--- config.mk ---
export PLATFORM = sky130hd
export DESIGN_NAME = bes_top
export DESIGN_NICKNAME = d
export VERILOG_FILES = /design/src/verilog/bes_pkg.sv /design/src/verilog/bes_acc_if.sv /design/src/verilog/bes_wb_slave.sv /design/src/verilog/bes_top.sv
export SDC_FILE = /design/constraint.sdc
export NUM_CORES = 1
export LEC_CHECK = 0
export ABC_AREA = 0
export BUFFER_PORTS_ARGS = -buffer_cell sky130_fd_sc_hd__buf_2
export CAP_MARGIN = 20
export CORE_ASPECT_RATIO = 1.4
export CORE_MARGIN = 10
export CORE_UTILIZATION = 36
export DETAILED_ROUTE_END_ITERATION = 6
export GPL_TIMING_DRIVEN = 0
export PLACE_DENSITY_LB_ADDON = 0.08
export SKIP_LAST_GASP = 1
export SYNTH_ARGS = -nofsm -noshare
export SYNTH_HDL_FRONTEND = slang
export SYNTH_HIERARCHICAL = 1
export SYNTH_SLANG_ARGS = --single-unit
--- constraint.sdc ---
create_clock -name clk_i -period 2.95 [get_ports clk_i]
set_input_delay 0.295 -clock clk_i [delete_from_list [all_inputs] [get_ports clk_i]]
set_output_delay 0.295 -clock clk_i [all_outputs]
set_load 0.1 [all_outputs]
--- src/verilog/bes_pkg.sv ---
// Shared constants and types for the bus error status logging block
package bes_pkg;
	localparam int BANKS = 5;
	localparam logic [2:0] MAIN_BANK = 3'h4;

	// Register byte offsets, two words per bank status
	localparam logic [7:0] OFS_BANK0_LO = 8'h00;
	localparam logic [7:0] OFS_BANK_STRIDE = 8'h08;
	localparam logic [7:0] OFS_IRQ_STATUS = 8'h28;
	localparam logic [7:0] OFS_IRQ_MASK = 8'h2c;
	localparam logic [5:0] BANK_WORDS = 6'h0a;

	// Field positions inside a bank status word
	localparam int CODE_LSB = 0;
	localparam int FLAG_LSB = 16;
	localparam int BIT_ADDR_PAR = 16;
	localparam int BIT_RESP_HARD = 17;
	localparam int BIT_RESP_PAR = 18;
	localparam int BIT_DATA_PAR = 19;
	localparam int BIT_INV_REQ = 20;
	localparam int BIT_PAD_SM = 21;
	localparam int BIT_DSTB_GLITCH = 22;
	localparam int BIT_ASTB_GLITCH = 23;
	localparam int BIT_UC = 61;
	localparam int BIT_OVER = 62;
	localparam int BIT_VAL = 63;

	// Writable bits, low and high word; 56:24 stay zero
	localparam logic [31:0] LO_WMASK = 32'h00ff_ffff;
	localparam logic [31:0] HI_WMASK = 32'hfe00_0000;
	localparam logic [31:0] INV_REQ_MASK = 32'h0010_0000;

	// Fixed leading bits of the two compound code formats
	localparam logic [3:0] BUS_CODE_TOP = 4'h0;
	localparam logic [0:0] BUS_CODE_ONE = 1'h1;
	localparam logic [7:0] CACHE_CODE_TOP = 8'h01;

	// Revision that reports the invalid interrupt-unit request; arbitrary
	localparam logic [31:0] SIG_INV_REQ = 32'h0000_00a5;

	// Reset values
	localparam logic [63:0] STATUS_RST = 64'h0;
	localparam logic [4:0] IRQ_RST = 5'h00;
	localparam logic [31:0] DATA_RST = 32'h0;

	typedef logic [63:0] bes_status_t;
endpackage

--- src/verilog/bes_acc_if.sv ---
// Register access carrier between bus front end and register file
`timescale 1ns/1ps
interface bes_acc_if;
	logic acc;
	logic we;
	logic [7:0] adr;
	logic [3:0] sel;
	logic [31:0] wdata;
	logic [31:0] rdata;

	modport front (output acc, output we, output adr, output sel,
		output wdata, input rdata);
	modport regs (input acc, input we, input adr, input sel,
		input wdata, output rdata);
endinterface

--- src/verilog/bes_wb_slave.sv ---
// Classic Wishbone slave front end, one wait state, registered answer
`timescale 1ns/1ps
module bes_wb_slave import bes_pkg::*; (
	input wire logic clk_i,
	input wire logic rst_i,
	input wire logic wb_cyc_i,
	input wire logic wb_stb_i,
	input wire logic wb_we_i,
	input wire logic [7:0] wb_adr_i,
	input wire logic [3:0] wb_sel_i,
	input wire logic [31:0] wb_dat_i,
	output logic [31:0] wb_dat_o,
	output logic wb_ack_o,
	bes_acc_if.front acc_if
);
	logic ack_reg;
	logic ack_next;
	logic [31:0] dat_reg;
	logic [31:0] dat_next;

	always_comb begin
		// Blocked while ack is up so a held request acts only once
		ack_next = wb_cyc_i & wb_stb_i & ~ack_reg;
		acc_if.acc = ack_next;
		acc_if.we = wb_we_i;
		acc_if.adr = wb_adr_i;
		acc_if.sel = wb_sel_i;
		acc_if.wdata = wb_dat_i;
		dat_next = (ack_next & ~wb_we_i) ? acc_if.rdata : DATA_RST;
	end

	always_ff @(posedge clk_i) begin
		if (rst_i) begin
			ack_reg <= 1'b0;
			dat_reg <= DATA_RST;
		end else begin
			ack_reg <= ack_next;
			dat_reg <= dat_next;
		end
	end

	assign wb_ack_o = ack_reg;
	assign wb_dat_o = dat_reg;
endmodule

--- src/verilog/bes_top.sv ---
// Machine check bank status logging for front bus and cache errors
//
// The Wishbone interface to the registers and the register offsets are this design's own decisions.
`timescale 1ns/1ps
// Behaviour
// - Bus errors log code 0000 1PPT RRRR IILL in status bits 15:0.
// - Bit 16 set on front bus address parity error, else zero.
// - Bit 17 set on hardware failure in a received response.
// - Bit 18 set on response phase parity error.
// - Bit 19 set on data parity error, interrupt unit or front bus.
// - Bit 20 flags invalid interrupt-unit request on one revision only.
// - Bits 21, 22, 23 flag pad tracker, data and address strobe glitches.
// - Cache errors log code 0000 0001 RRRR TTLL in status bits 15:0.
// - Five banks, each with a 64-bit status register.
// - Fifth bank is main log, accepts both cache and bus codes.
module bes_top import bes_pkg::*; #(
	parameter logic [31:0] PROC_SIGNATURE = SIG_INV_REQ
) (
	input wire logic clk_i,
	input wire logic rst_i,
	input wire logic wb_cyc_i,
	input wire logic wb_stb_i,
	input wire logic wb_we_i,
	input wire logic [7:0] wb_adr_i,
	input wire logic [3:0] wb_sel_i,
	input wire logic [31:0] wb_dat_i,
	output logic [31:0] wb_dat_o,
	output logic wb_ack_o,
	input wire logic log_valid_i,
	input wire logic [2:0] log_bank_i,
	input wire logic log_cache_i,
	input wire logic log_uc_i,
	input wire logic [1:0] log_pp_i,
	input wire logic log_t_i,
	input wire logic [3:0] log_req_i,
	input wire logic [1:0] log_ii_i,
	input wire logic [1:0] log_ll_i,
	input wire logic [7:0] log_flags_i,
	output logic irq_o
);
	bes_acc_if acc_if();

	bes_wb_slave u_front (
		.clk_i(clk_i),
		.rst_i(rst_i),
		.wb_cyc_i(wb_cyc_i),
		.wb_stb_i(wb_stb_i),
		.wb_we_i(wb_we_i),
		.wb_adr_i(wb_adr_i),
		.wb_sel_i(wb_sel_i),
		.wb_dat_i(wb_dat_i),
		.wb_dat_o(wb_dat_o),
		.wb_ack_o(wb_ack_o),
		.acc_if(acc_if)
	);

	// Only the matching revision may ever hold the invalid-request bit
	localparam logic INV_REQ_EN = (PROC_SIGNATURE == SIG_INV_REQ);
	localparam logic [31:0] LO_MASK = INV_REQ_EN ? LO_WMASK :
		(LO_WMASK & ~INV_REQ_MASK);

	bes_status_t status_reg [BANKS];
	bes_status_t status_next [BANKS];
	logic [4:0] irq_stat_reg;
	logic [4:0] irq_stat_next;
	logic [4:0] irq_mask_reg;
	logic [4:0] irq_mask_next;
	logic irq_reg;
	logic irq_next;

	// Compound code for either format
	function automatic logic [15:0] make_code(input logic cache,
		input logic [1:0] pp, input logic t, input logic [3:0] req,
		input logic [1:0] ii, input logic [1:0] ll);
		logic [15:0] code;
		code = 16'h0000;
		if (cache) begin
			code = {CACHE_CODE_TOP, req, ii, ll};
		end else begin
			code = {BUS_CODE_TOP, BUS_CODE_ONE, pp, t, req, ii,
				ll};
		end
		return code;
	endfunction

	// Byte-lane write mask from Wishbone select
	function automatic logic [31:0] lane_mask(input logic [3:0] sel);
		return {{8{sel[3]}}, {8{sel[2]}}, {8{sel[1]}}, {8{sel[0]}}};
	endfunction

	logic [5:0] word_idx;
	logic [2:0] acc_bank;
	logic acc_hi;
	logic acc_in_bank;
	logic [2:0] tgt_bank;
	logic [31:0] wmask;
	logic [15:0] new_code;
	logic [7:0] new_flags;

	always_comb begin
		word_idx = acc_if.adr[7:2];
		acc_bank = word_idx[3:1];
		acc_hi = word_idx[0];
		acc_in_bank = (word_idx < BANK_WORDS);
		wmask = lane_mask(acc_if.sel);
		new_code = make_code(log_cache_i, log_pp_i, log_t_i, log_req_i,
			log_ii_i, log_ll_i);
		// Model-specific flags belong to the bus format only
		new_flags = log_cache_i ? 8'h00 : log_flags_i;
		if (!INV_REQ_EN) begin
			new_flags[BIT_INV_REQ - FLAG_LSB] = 1'b0;
		end
		// Cache codes, and out-of-range banks, land in the main log
		if (log_cache_i || (log_bank_i > MAIN_BANK)) begin
			tgt_bank = MAIN_BANK;
		end else begin
			tgt_bank = log_bank_i;
		end
	end

	// Read decode; unmapped words read zero
	always_comb begin
		acc_if.rdata = DATA_RST;
		if (acc_in_bank) begin
			if (acc_hi) begin
				acc_if.rdata = status_reg[acc_bank][63:32];
			end else begin
				acc_if.rdata = status_reg[acc_bank][31:0];
			end
		end else if (acc_if.adr == OFS_IRQ_STATUS) begin
			acc_if.rdata = {27'h0, irq_stat_reg};
		end else if (acc_if.adr == OFS_IRQ_MASK) begin
			acc_if.rdata = {27'h0, irq_mask_reg};
		end
	end

	always_comb begin
		logic [63:0] cur;
		logic [4:0] irq_set;
		logic [4:0] irq_clr;
		cur = STATUS_RST;
		irq_set = 5'h00;
		irq_clr = 5'h00;
		irq_mask_next = irq_mask_reg;
		for (int b = 0; b < BANKS; b++) begin
			cur = status_reg[b];
			if (acc_if.acc && acc_if.we && acc_in_bank &&
				(acc_bank == 3'(b))) begin
				if (acc_hi) begin
					cur[63:32] = (cur[63:32] & ~(wmask & HI_WMASK)) |
						(acc_if.wdata & wmask & HI_WMASK);
				end else begin
					cur[31:0] = (cur[31:0] & ~(wmask & LO_MASK)) |
						(acc_if.wdata & wmask & LO_MASK);
				end
			end
			// Logging after the write so a new error is never lost
			if (log_valid_i && (tgt_bank == 3'(b))) begin
				cur[BIT_OVER] = cur[BIT_VAL];
				cur[BIT_VAL] = 1'b1;
				cur[BIT_UC] = log_uc_i;
				cur[15:0] = new_code;
				// Bits 23:16, cleared when absent
				cur[BIT_ADDR_PAR] = new_flags[0];
				cur[BIT_RESP_HARD] = new_flags[1];
				cur[BIT_RESP_PAR] = new_flags[2];
				cur[BIT_DATA_PAR] = new_flags[3];
				cur[BIT_INV_REQ] = new_flags[4];
				cur[BIT_PAD_SM] = new_flags[5];
				cur[BIT_DSTB_GLITCH] = new_flags[6];
				cur[BIT_ASTB_GLITCH] = new_flags[7];
				irq_set[b] = 1'b1;
			end
			cur[56:24] = 33'h0;
			status_next[b] = cur;
		end
		if (acc_if.acc && acc_if.we) begin
			if (acc_if.adr == OFS_IRQ_STATUS && acc_if.sel[0]) begin
				irq_clr = acc_if.wdata[4:0];
			end
			if (acc_if.adr == OFS_IRQ_MASK && acc_if.sel[0]) begin
				irq_mask_next = acc_if.wdata[4:0];
			end
		end
		// Set wins over a same-cycle write-one clear
		irq_stat_next = (irq_stat_reg & ~irq_clr) | irq_set;
		irq_next = |(irq_stat_next & irq_mask_next);
	end

	always_ff @(posedge clk_i) begin
		if (rst_i) begin
			for (int b = 0; b < BANKS; b++) begin
				status_reg[b] <= STATUS_RST;
			end
			irq_stat_reg <= IRQ_RST;
			irq_mask_reg <= IRQ_RST;
			irq_reg <= 1'b0;
		end else begin
			for (int b = 0; b < BANKS; b++) begin
				status_reg[b] <= status_next[b];
			end
			irq_stat_reg <= irq_stat_next;
			irq_mask_reg <= irq_mask_next;
			irq_reg <= irq_next;
		end
	end

	assign irq_o = irq_reg;
endmodule

Yosys cells after proc, flatten, opt, wreduce, memory -nomap -nowiden --
Memories as Yosys holds them, arrays and structs flattened. Index checks and enable logic that the tools add are counted. W data, S select, Z words.
Storage, ports and cells: flip-flop bits (word level) 44, bits in writable memories 155, input port bits 74, output and inout port bits 34, memories 1
Cells by class: order comparisons 2, eq/ne operators 10, multiplexer cells 49, bitwise gates (word level) 38, reduce and logical (&&, ||, !) cells 19
Memories:
- status_reg | depth 5, bits a word 31, rd ports 6, clocked after Yosys merged registers in 0, wr ports 5, line bes_top.sv:62 | bes_status_t status_reg [BANKS];
Operators with widths (number):
- $mux W32 | 13
- $and A32 B32 Y32 | 11
- $mux W64 | 5
- $or A32 B24 Y32 | 5
- $or A32 B32 Y32 | 5
- $mux W31 | 5
- $mux W24 | 5
- $not A24 Y32 | 1
- $not A32 Y32 | 1
- $mux W5 | 5
- $mux W3 | 6
- $eq A8 B6 Y1 const B | 2
- $logic_and A1 B1 Y1 | 14
- $eq A3 B2 Y1 const B | 4
- $mux W12 | 1
- $and A5 B5 Y5 | 2
- $mux W1 | 8
- $mux W8 | 1
- $eq A3 B1 Y1 const B | 2
- $eq A3 B3 Y1 const B | 2
- $logic_not A3 Y1 | 2
- $lt A6 B4 Y1 const B | 1
- $not A5 Y5 | 1
- $or A1 B1 Y1 | 5
- other kinds (7) | 11

Depth between registers and ports, before layout --
Gate-level depths: netlist of run 1.
depth in word-level cells 9, depth in mapped cells 10, depth with buffers taken out 6

By module --
The synthesis of run 1 kept the hierarchy.
By module, submodules not included:
- bes_top | instances 1, cells each 901, area each 8525.7 sq um
- bes_wb_slave | instances 1, cells each 120, area each 1293.7 sq um

Worst setup path after synthesis of run 1 --
No wires, ideal clock.
kind register -> register, start register u_front.ack_reg (netlist: u_front/wb_ack_o), end memory status_reg[4][23] in the netlist's numbering, library setup time 91 ps, data arrival time 2631 ps, required time 2859 ps, slack 228 ps, stages on the path, launching flop included 11, clock period less this slack 2722 ps, cells stage by stage dfxtp_1 -> and3b_1 -> buf_6 -> buf_8 -> and3b_1 -> buf_2 -> and3_1 -> buf_2 -> nand2_1 -> nand2_1 -> a311oi_1
RTL lines:
- start: declaration | line bes_wb_slave.sv:16 | logic ack_reg;
- start signal: assignment | line bes_wb_slave.sv:37 | ack_reg <= ack_next;
- end: declaration | line bes_top.sv:62

Worst setup path after layout of run 1 --
start input wb_adr_i[4], end register u_front.dat_reg[16] (netlist: u_front/wb_dat_o[16])
On the way: word-level cells in the longest chain between the ends 3
Ends and longest elaborated chain:
- start: declaration | line bes_top.sv:24 | input wire logic [7:0] wb_adr_i,
- parallel branches: the longest is 2 deep, another holds $lt A6 B4 Y1
- $mux W32 * | line bes_top.sv:124 | if (acc_in_bank) begin
- named net acc_if.rdata[16] | line bes_acc_if.sv:9 | logic [31:0] rdata;
- end signal: assignment | line bes_wb_slave.sv:38 | dat_reg <= dat_next;
- end: declaration | line bes_wb_slave.sv:18 | logic [31:0] dat_reg;
Mark *: on every way through the listed nets, which the timed path passes. A chain may end at the register's enable or synchronous reset.

==> metrics.txt, run 1 <==
status completed; Final ANT Viol Nets 0; Worst Hold Class input port to flop; crit path max fanout 10; Worst Hold Depth 3; CP max-delay cell buf_1; worst reg2reg path depth 10; Clock Skews 0.00946 ns; multi-input logic area 5100 sq um; CTS tree done; P per Cell Area between 500 and 600 nW/um^2; worst-path cell chain buf_4 > buf_2 > buf_1 > clkbuf_1 > mux4_2 > mux2i_1 > nor2_1 > and3_1; final worst-path cycle share between 90% and 100%; RSZ-0062 raised after global routing false; Fin. Hold Viols 0; WL/cell 23.8 um; MaxCap Viol Count 0; DP Wirelength roughly 25 mm; critical path data required time around 3.3 ns; Syn Std Cell Area 9810 sq um; Top Ports 108; Syn. warnings 6; Worst EP arrival about 3.2 ns; clock insertion delay at the later pin of the skew report 0.46 ns; commonest non-fill, non-tap cell in the layout dfxtp_1; flop-to-flop setup slack ~0.31 ns; max-slew violation count 0; port buffer count 61; Fillers 2732; initial antenna violation count 0; CTS Buf Count 17; routed wire length 35.3 mm; Initial Util ~36%; layout cell share with drive strength beyond 1 between 20% and 30%; CTS Root Cell clkbuf_16; most frequent cells in the layout dfxtp_1, nor2_1, mux2i_1; beginning of the worst hold path wb_dat_i[26]; Min Clock Period, post-route 2.83 ns; # clock sinks 199; DRC Markers 0; critical path class input port to flop; # nets final 1178; launch point of the worst reg-to-reg path u_front/wb_ack_o; GRT Overall Usage between 20% and 30%; core area 26900 sq um; cts-stage hold buffer count 0; Slew HR 25.5%; initial DRC count 578; Peak VDD IR 425 uV; DR pass1 iterations 5; finished layout cell area 11200 sq um; Die Ht roughly 220 um; total power around 5.9 mW; DIE WIDTH 160 um; Bufs on Longest Clock Path 2; Congestion Overflow GR 0; vias in the first global route 8423; Worst Tran Pin Value 1.12 ns; GP Congestion 0.804; placed inst area ~11000 sq um; Pleak 5.01 nW; worst path bufs/invs 4; Layout area overhead 14.3%; global-route wire length before repair 53.5 mm; Worst-path clk slew 0.08 ns; Seq. cell area approximately 4000 sq um; Top delay family on crit path buffers and inverters; Worst R2R End status_reg[4][16]; post-CTS resize count 0; Synth Instances 1020; CP startpoint kind input port; via count approximately 8k; Antenna diodes 0; Std-Cell Rows a little over 70; vias per inst 5.49; die area ~34000 sq um; crit end category flop; endpoints failing setup 0; largest net degree at the start of global routing 19; synthesized net count 1094; H-tree level count 4; synthesized area per cell ~9.6 sq um; CP max stage delay 0.75 ns; FMAX 354 MHz
final cells by class:
cell class,count,share of cell area [%]
timing repair buffer,65,2.99
inverter,2,0.0669
buffer,128,6.41
clock inverter,15,1.70
tap,365,4.07
multi-input combinational,691,45.5
clock buffer,17,3.79
sequential,199,35.5
where the power goes:
group          leakage [nW]  switching [mW]  total (mW)  internal [mW]
sequential             1.61          0.0269        2.77           2.74
combinational          3.10           0.362       0.553          0.191
clock                 0.300            1.18        2.54           1.36
total                  5.01            1.57        5.86           4.29
per-layer routing:
metal,up-vias,part of all wire (%),GRT usage (%)
met4,0,3.2,8.54
met1,4019,43,24.5
met5,-,0,0
met2,229,50,35.1
met3,58,3.9,3.21
li1,3837,-,-
worst max path at each step:
stage                                 to  slack (ns)              from  depth (start not counted)
finish              u_front/wb_dat_o[16]        0.12       wb_adr_i[4]                          8
global route           status_reg[4][19]        0.07  u_front/wb_ack_o                         10
CTS                    status_reg[4][11]        0.16  u_front/wb_ack_o                          9
detailed placement  u_front/wb_dat_o[16]       -0.27       wb_adr_i[4]                          8
global placement    u_front/wb_dat_o[16]       -0.25       wb_adr_i[4]                          8
floorplan              status_reg[4][23]        0.23  u_front/wb_ack_o                         10
worst reg2reg max path: stages, from the launching register on:
cell and delay (ns):
dfxtp_1 0.31, and3b_1 0.22, buf_6 0.14, buf_8 0.16, and3b_1 0.21, buf_2 0.26, and3_1 0.25, buf_2 0.30
nand2_1 0.34, nand2_1 0.20, a311oi_1 0.10
metrics by stage:
| stage | worst slack, ns | TNS [ns] | hold slack [ns] | utilization, % | instances |
|---|---|---|---|---|---|
| after global placement | -0.255 | -1.18 | 0.467 | 39.3 | 1446 |
| after global routing | 0.0672 | 0 | 0.122 | 41.7 | 1482 |
| after CTS | 0.156 | 0 | 0.107 | 41.6 | 1478 |
| after detailed placement | -0.267 | -1.33 | 0.473 | 39.3 | 1446 |
| final | 0.122 | 0 | 0.113 | 41.7 | 1482 |
| after floorplan | 0.228 | 0 | 0.359 | - | 1020 |
repair_timing:
action                                  4_1_cts  5_1_grt
endpoints found under the hold margin         0        0
endpoints found under the setup margin        0        1
setup buffers                                 0        4
Note: power is estimated with default switching activity, not from simulation.
==> inputs of run 2 (changes only) <==
Settings changed: CORE_UTILIZATION 36 to 59.
==> metrics.txt, run 2 (same netlist as run 1, synthesis figures left out) <==
port buffer count 61 (unchanged); GRT Overall Usage 27.8% (+7.4 points); worst reg2reg path depth 9 (-1); Fin. Hold Viols 0 (unchanged); clock insertion delay at the later pin of the skew report 0.45 ns (about the same); Die Ht 173 um (-20%); DRC Markers 0 (unchanged); Final ANT Viol Nets 0 (unchanged); Congestion Overflow GR 0 (unchanged); RSZ-0062 raised after global routing false; WL/cell 23.7 um (-0.40%); P per Cell Area 515 nW/um^2 (-1.3%); Clock Skews 0.00885 ns (-0.000614 ns); max-slew violation count 0 (unchanged); status completed; DP Wirelength 22.0 mm (-13%); DR pass1 iterations 5 (unchanged); Final Util 67.4% (+26 points); MaxCap Viol Count 0 (unchanged); CTS Buf Count 17 (unchanged); layout cell share with drive strength beyond 1 19.9% (-0.29 points); commonest non-fill, non-tap cell in the layout dfxtp_1; DIE WIDTH 129 um (-19%); initial DRC count 1021 (+77%); # clock sinks 199 (unchanged); critical path data required time 3.26 ns (-0.04 ns); GP Congestion 0.912 (+13%); Worst-path clk slew 0.08 ns (about the same); core area 16200 sq um (-40%); Worst EP arrival 3.10 ns (-0.08 ns); H-tree level count 4 (unchanged); FMAX 358 MHz (+1.2%); Worst Tran Pin Value 1.03 ns (-0.0865 ns); die area 22300 sq um (-35%); Top Ports 108 (unchanged); Peak VDD IR 415 uV (-2.4%); CP startpoint kind flop; Slew HR 31.2% (+5.8 points); CTS Root Cell clkbuf_16; global-route wire length before repair 48.0 mm (-10%); crit end category flop; crit path max fanout 13 (+3); final hold slack 0.118 ns (+0.00503 ns); Worst Hold Class input port to flop; Layout area overhead 11.6%; Min Clock Period, post-route 2.79 ns (-0.0337 ns); Pleak 4.97 nW (-0.78%); Bufs on Longest Clock Path 2 (unchanged); vias in the first global route 8541 (+1.4%); # nets final 1174 (-0.34%); CTS tree done; post-CTS repair timing setup buffer count 0 (unchanged); Initial Util 60.4% (+24 points); most frequent cells in the layout dfxtp_1, nor2_1, mux2i_1; routed wire length 31.1 mm (-12%); initial antenna violation count 0 (unchanged); Antenna diodes 0 (unchanged); critical path class flop to flop; final worst-path cycle share 94.7% (-1.1 points); via count 8501 (+4.4%); post-CTS resize count 0 (unchanged); endpoints failing setup 0 (unchanged); vias per inst 6.48 (+18%); cts-stage hold buffer count 0 (unchanged); Std-Cell Rows 55 (-23%); Worst Hold Depth 3 (unchanged); largest net degree at the start of global routing 19 (unchanged)
==> run 2: cell types whose count changed in the layout (fill, tap and decap cells not counted) <==
| cell | before | now |
|---|---|---|
| bufinv_16 | 3 | 1 |
| inv_6 | 6 | 2 |
| clkbuf_8 | 0 | 1 |
| clkinv_4 | 4 | 5 |
| clkinvlp_4 | 1 | 3 |
| buf_4 | 49 | 45 |
| inv_8 | 0 | 2 |
==> run 2: worst paths after layout <==
kind / startpoint / to / slack, ns
hold / removal: wb_dat_i[26] / flop / 0.12
hold reg to reg: status_reg[4][8] / status_reg[4][8] / 0.49
setup reg to reg: u_front/wb_ack_o / status_reg[4][11] / 0.16
setup / recovery: u_front/wb_ack_o / status_reg[4][11] / 0.16
==> run 2: routing by layer <==
metal  up-vias  share of wire, %  track usage (%)
met5         -                 0                0
met4         0               4.6             14.0
met3       122               8.3             5.14
met2       484                49             46.7
met1      4074                38             32.9
li1       3821                 -                -
==> run 2: critical path: stages, from the launching register on <==
cell and delay (ns):
dfxtp_1 0.31, and3b_1 0.22, buf_6 0.14, buf_8 0.15
and3b_1 0.23, buf_2 0.28, nand4_1 0.66, mux2_2 0.52
nor2_1 0.09, a211oi_1 0.05
==> run 2: per-stage QoR <==
| step | area, sq um | std cells | worst slack, ns | power (mW) | TNS (ns) |
|---|---|---|---|---|---|
| 3_5_place_dp | 10400 | 1280 | -0.0569 | 3.35 | -0.0819 |
| 4_1_cts | 10900 | 1312 | 0.214 | 5.62 | 0 |
| 2_1_floorplan | 9810 | 1020 | 0.228 | 3.17 | 0 |
| 3_3_place_gp | 10400 | 1280 | -0.127 | 3.34 | -0.403 |
| 5_1_grt | 10900 | 1312 | 0.108 | 5.78 | 0 |
| 6_report | 10900 | 1312 | 0.155 | 5.64 | 0 |
==> run 2: power breakdown <==
| group | internal (mW) | switching, mW |
|---|---|---|
| registers | 2.74 | 0.0288 |
| logic | 0.190 | 0.345 |
| clock network | 1.21 | 1.13 |
==> run 2: layout make-up <==
type                            count  area, sq um
Buffer                            128          719
Clock buffer                       18          439
Clock inverter                     14          141
Fill cell                        1348         5290
Inverter                            2         7.51
Multi-Input combinational cell    691         5100
Sequential cell                   199         3980
Tap cell                          199          249
Timing Repair Buffer               61          305
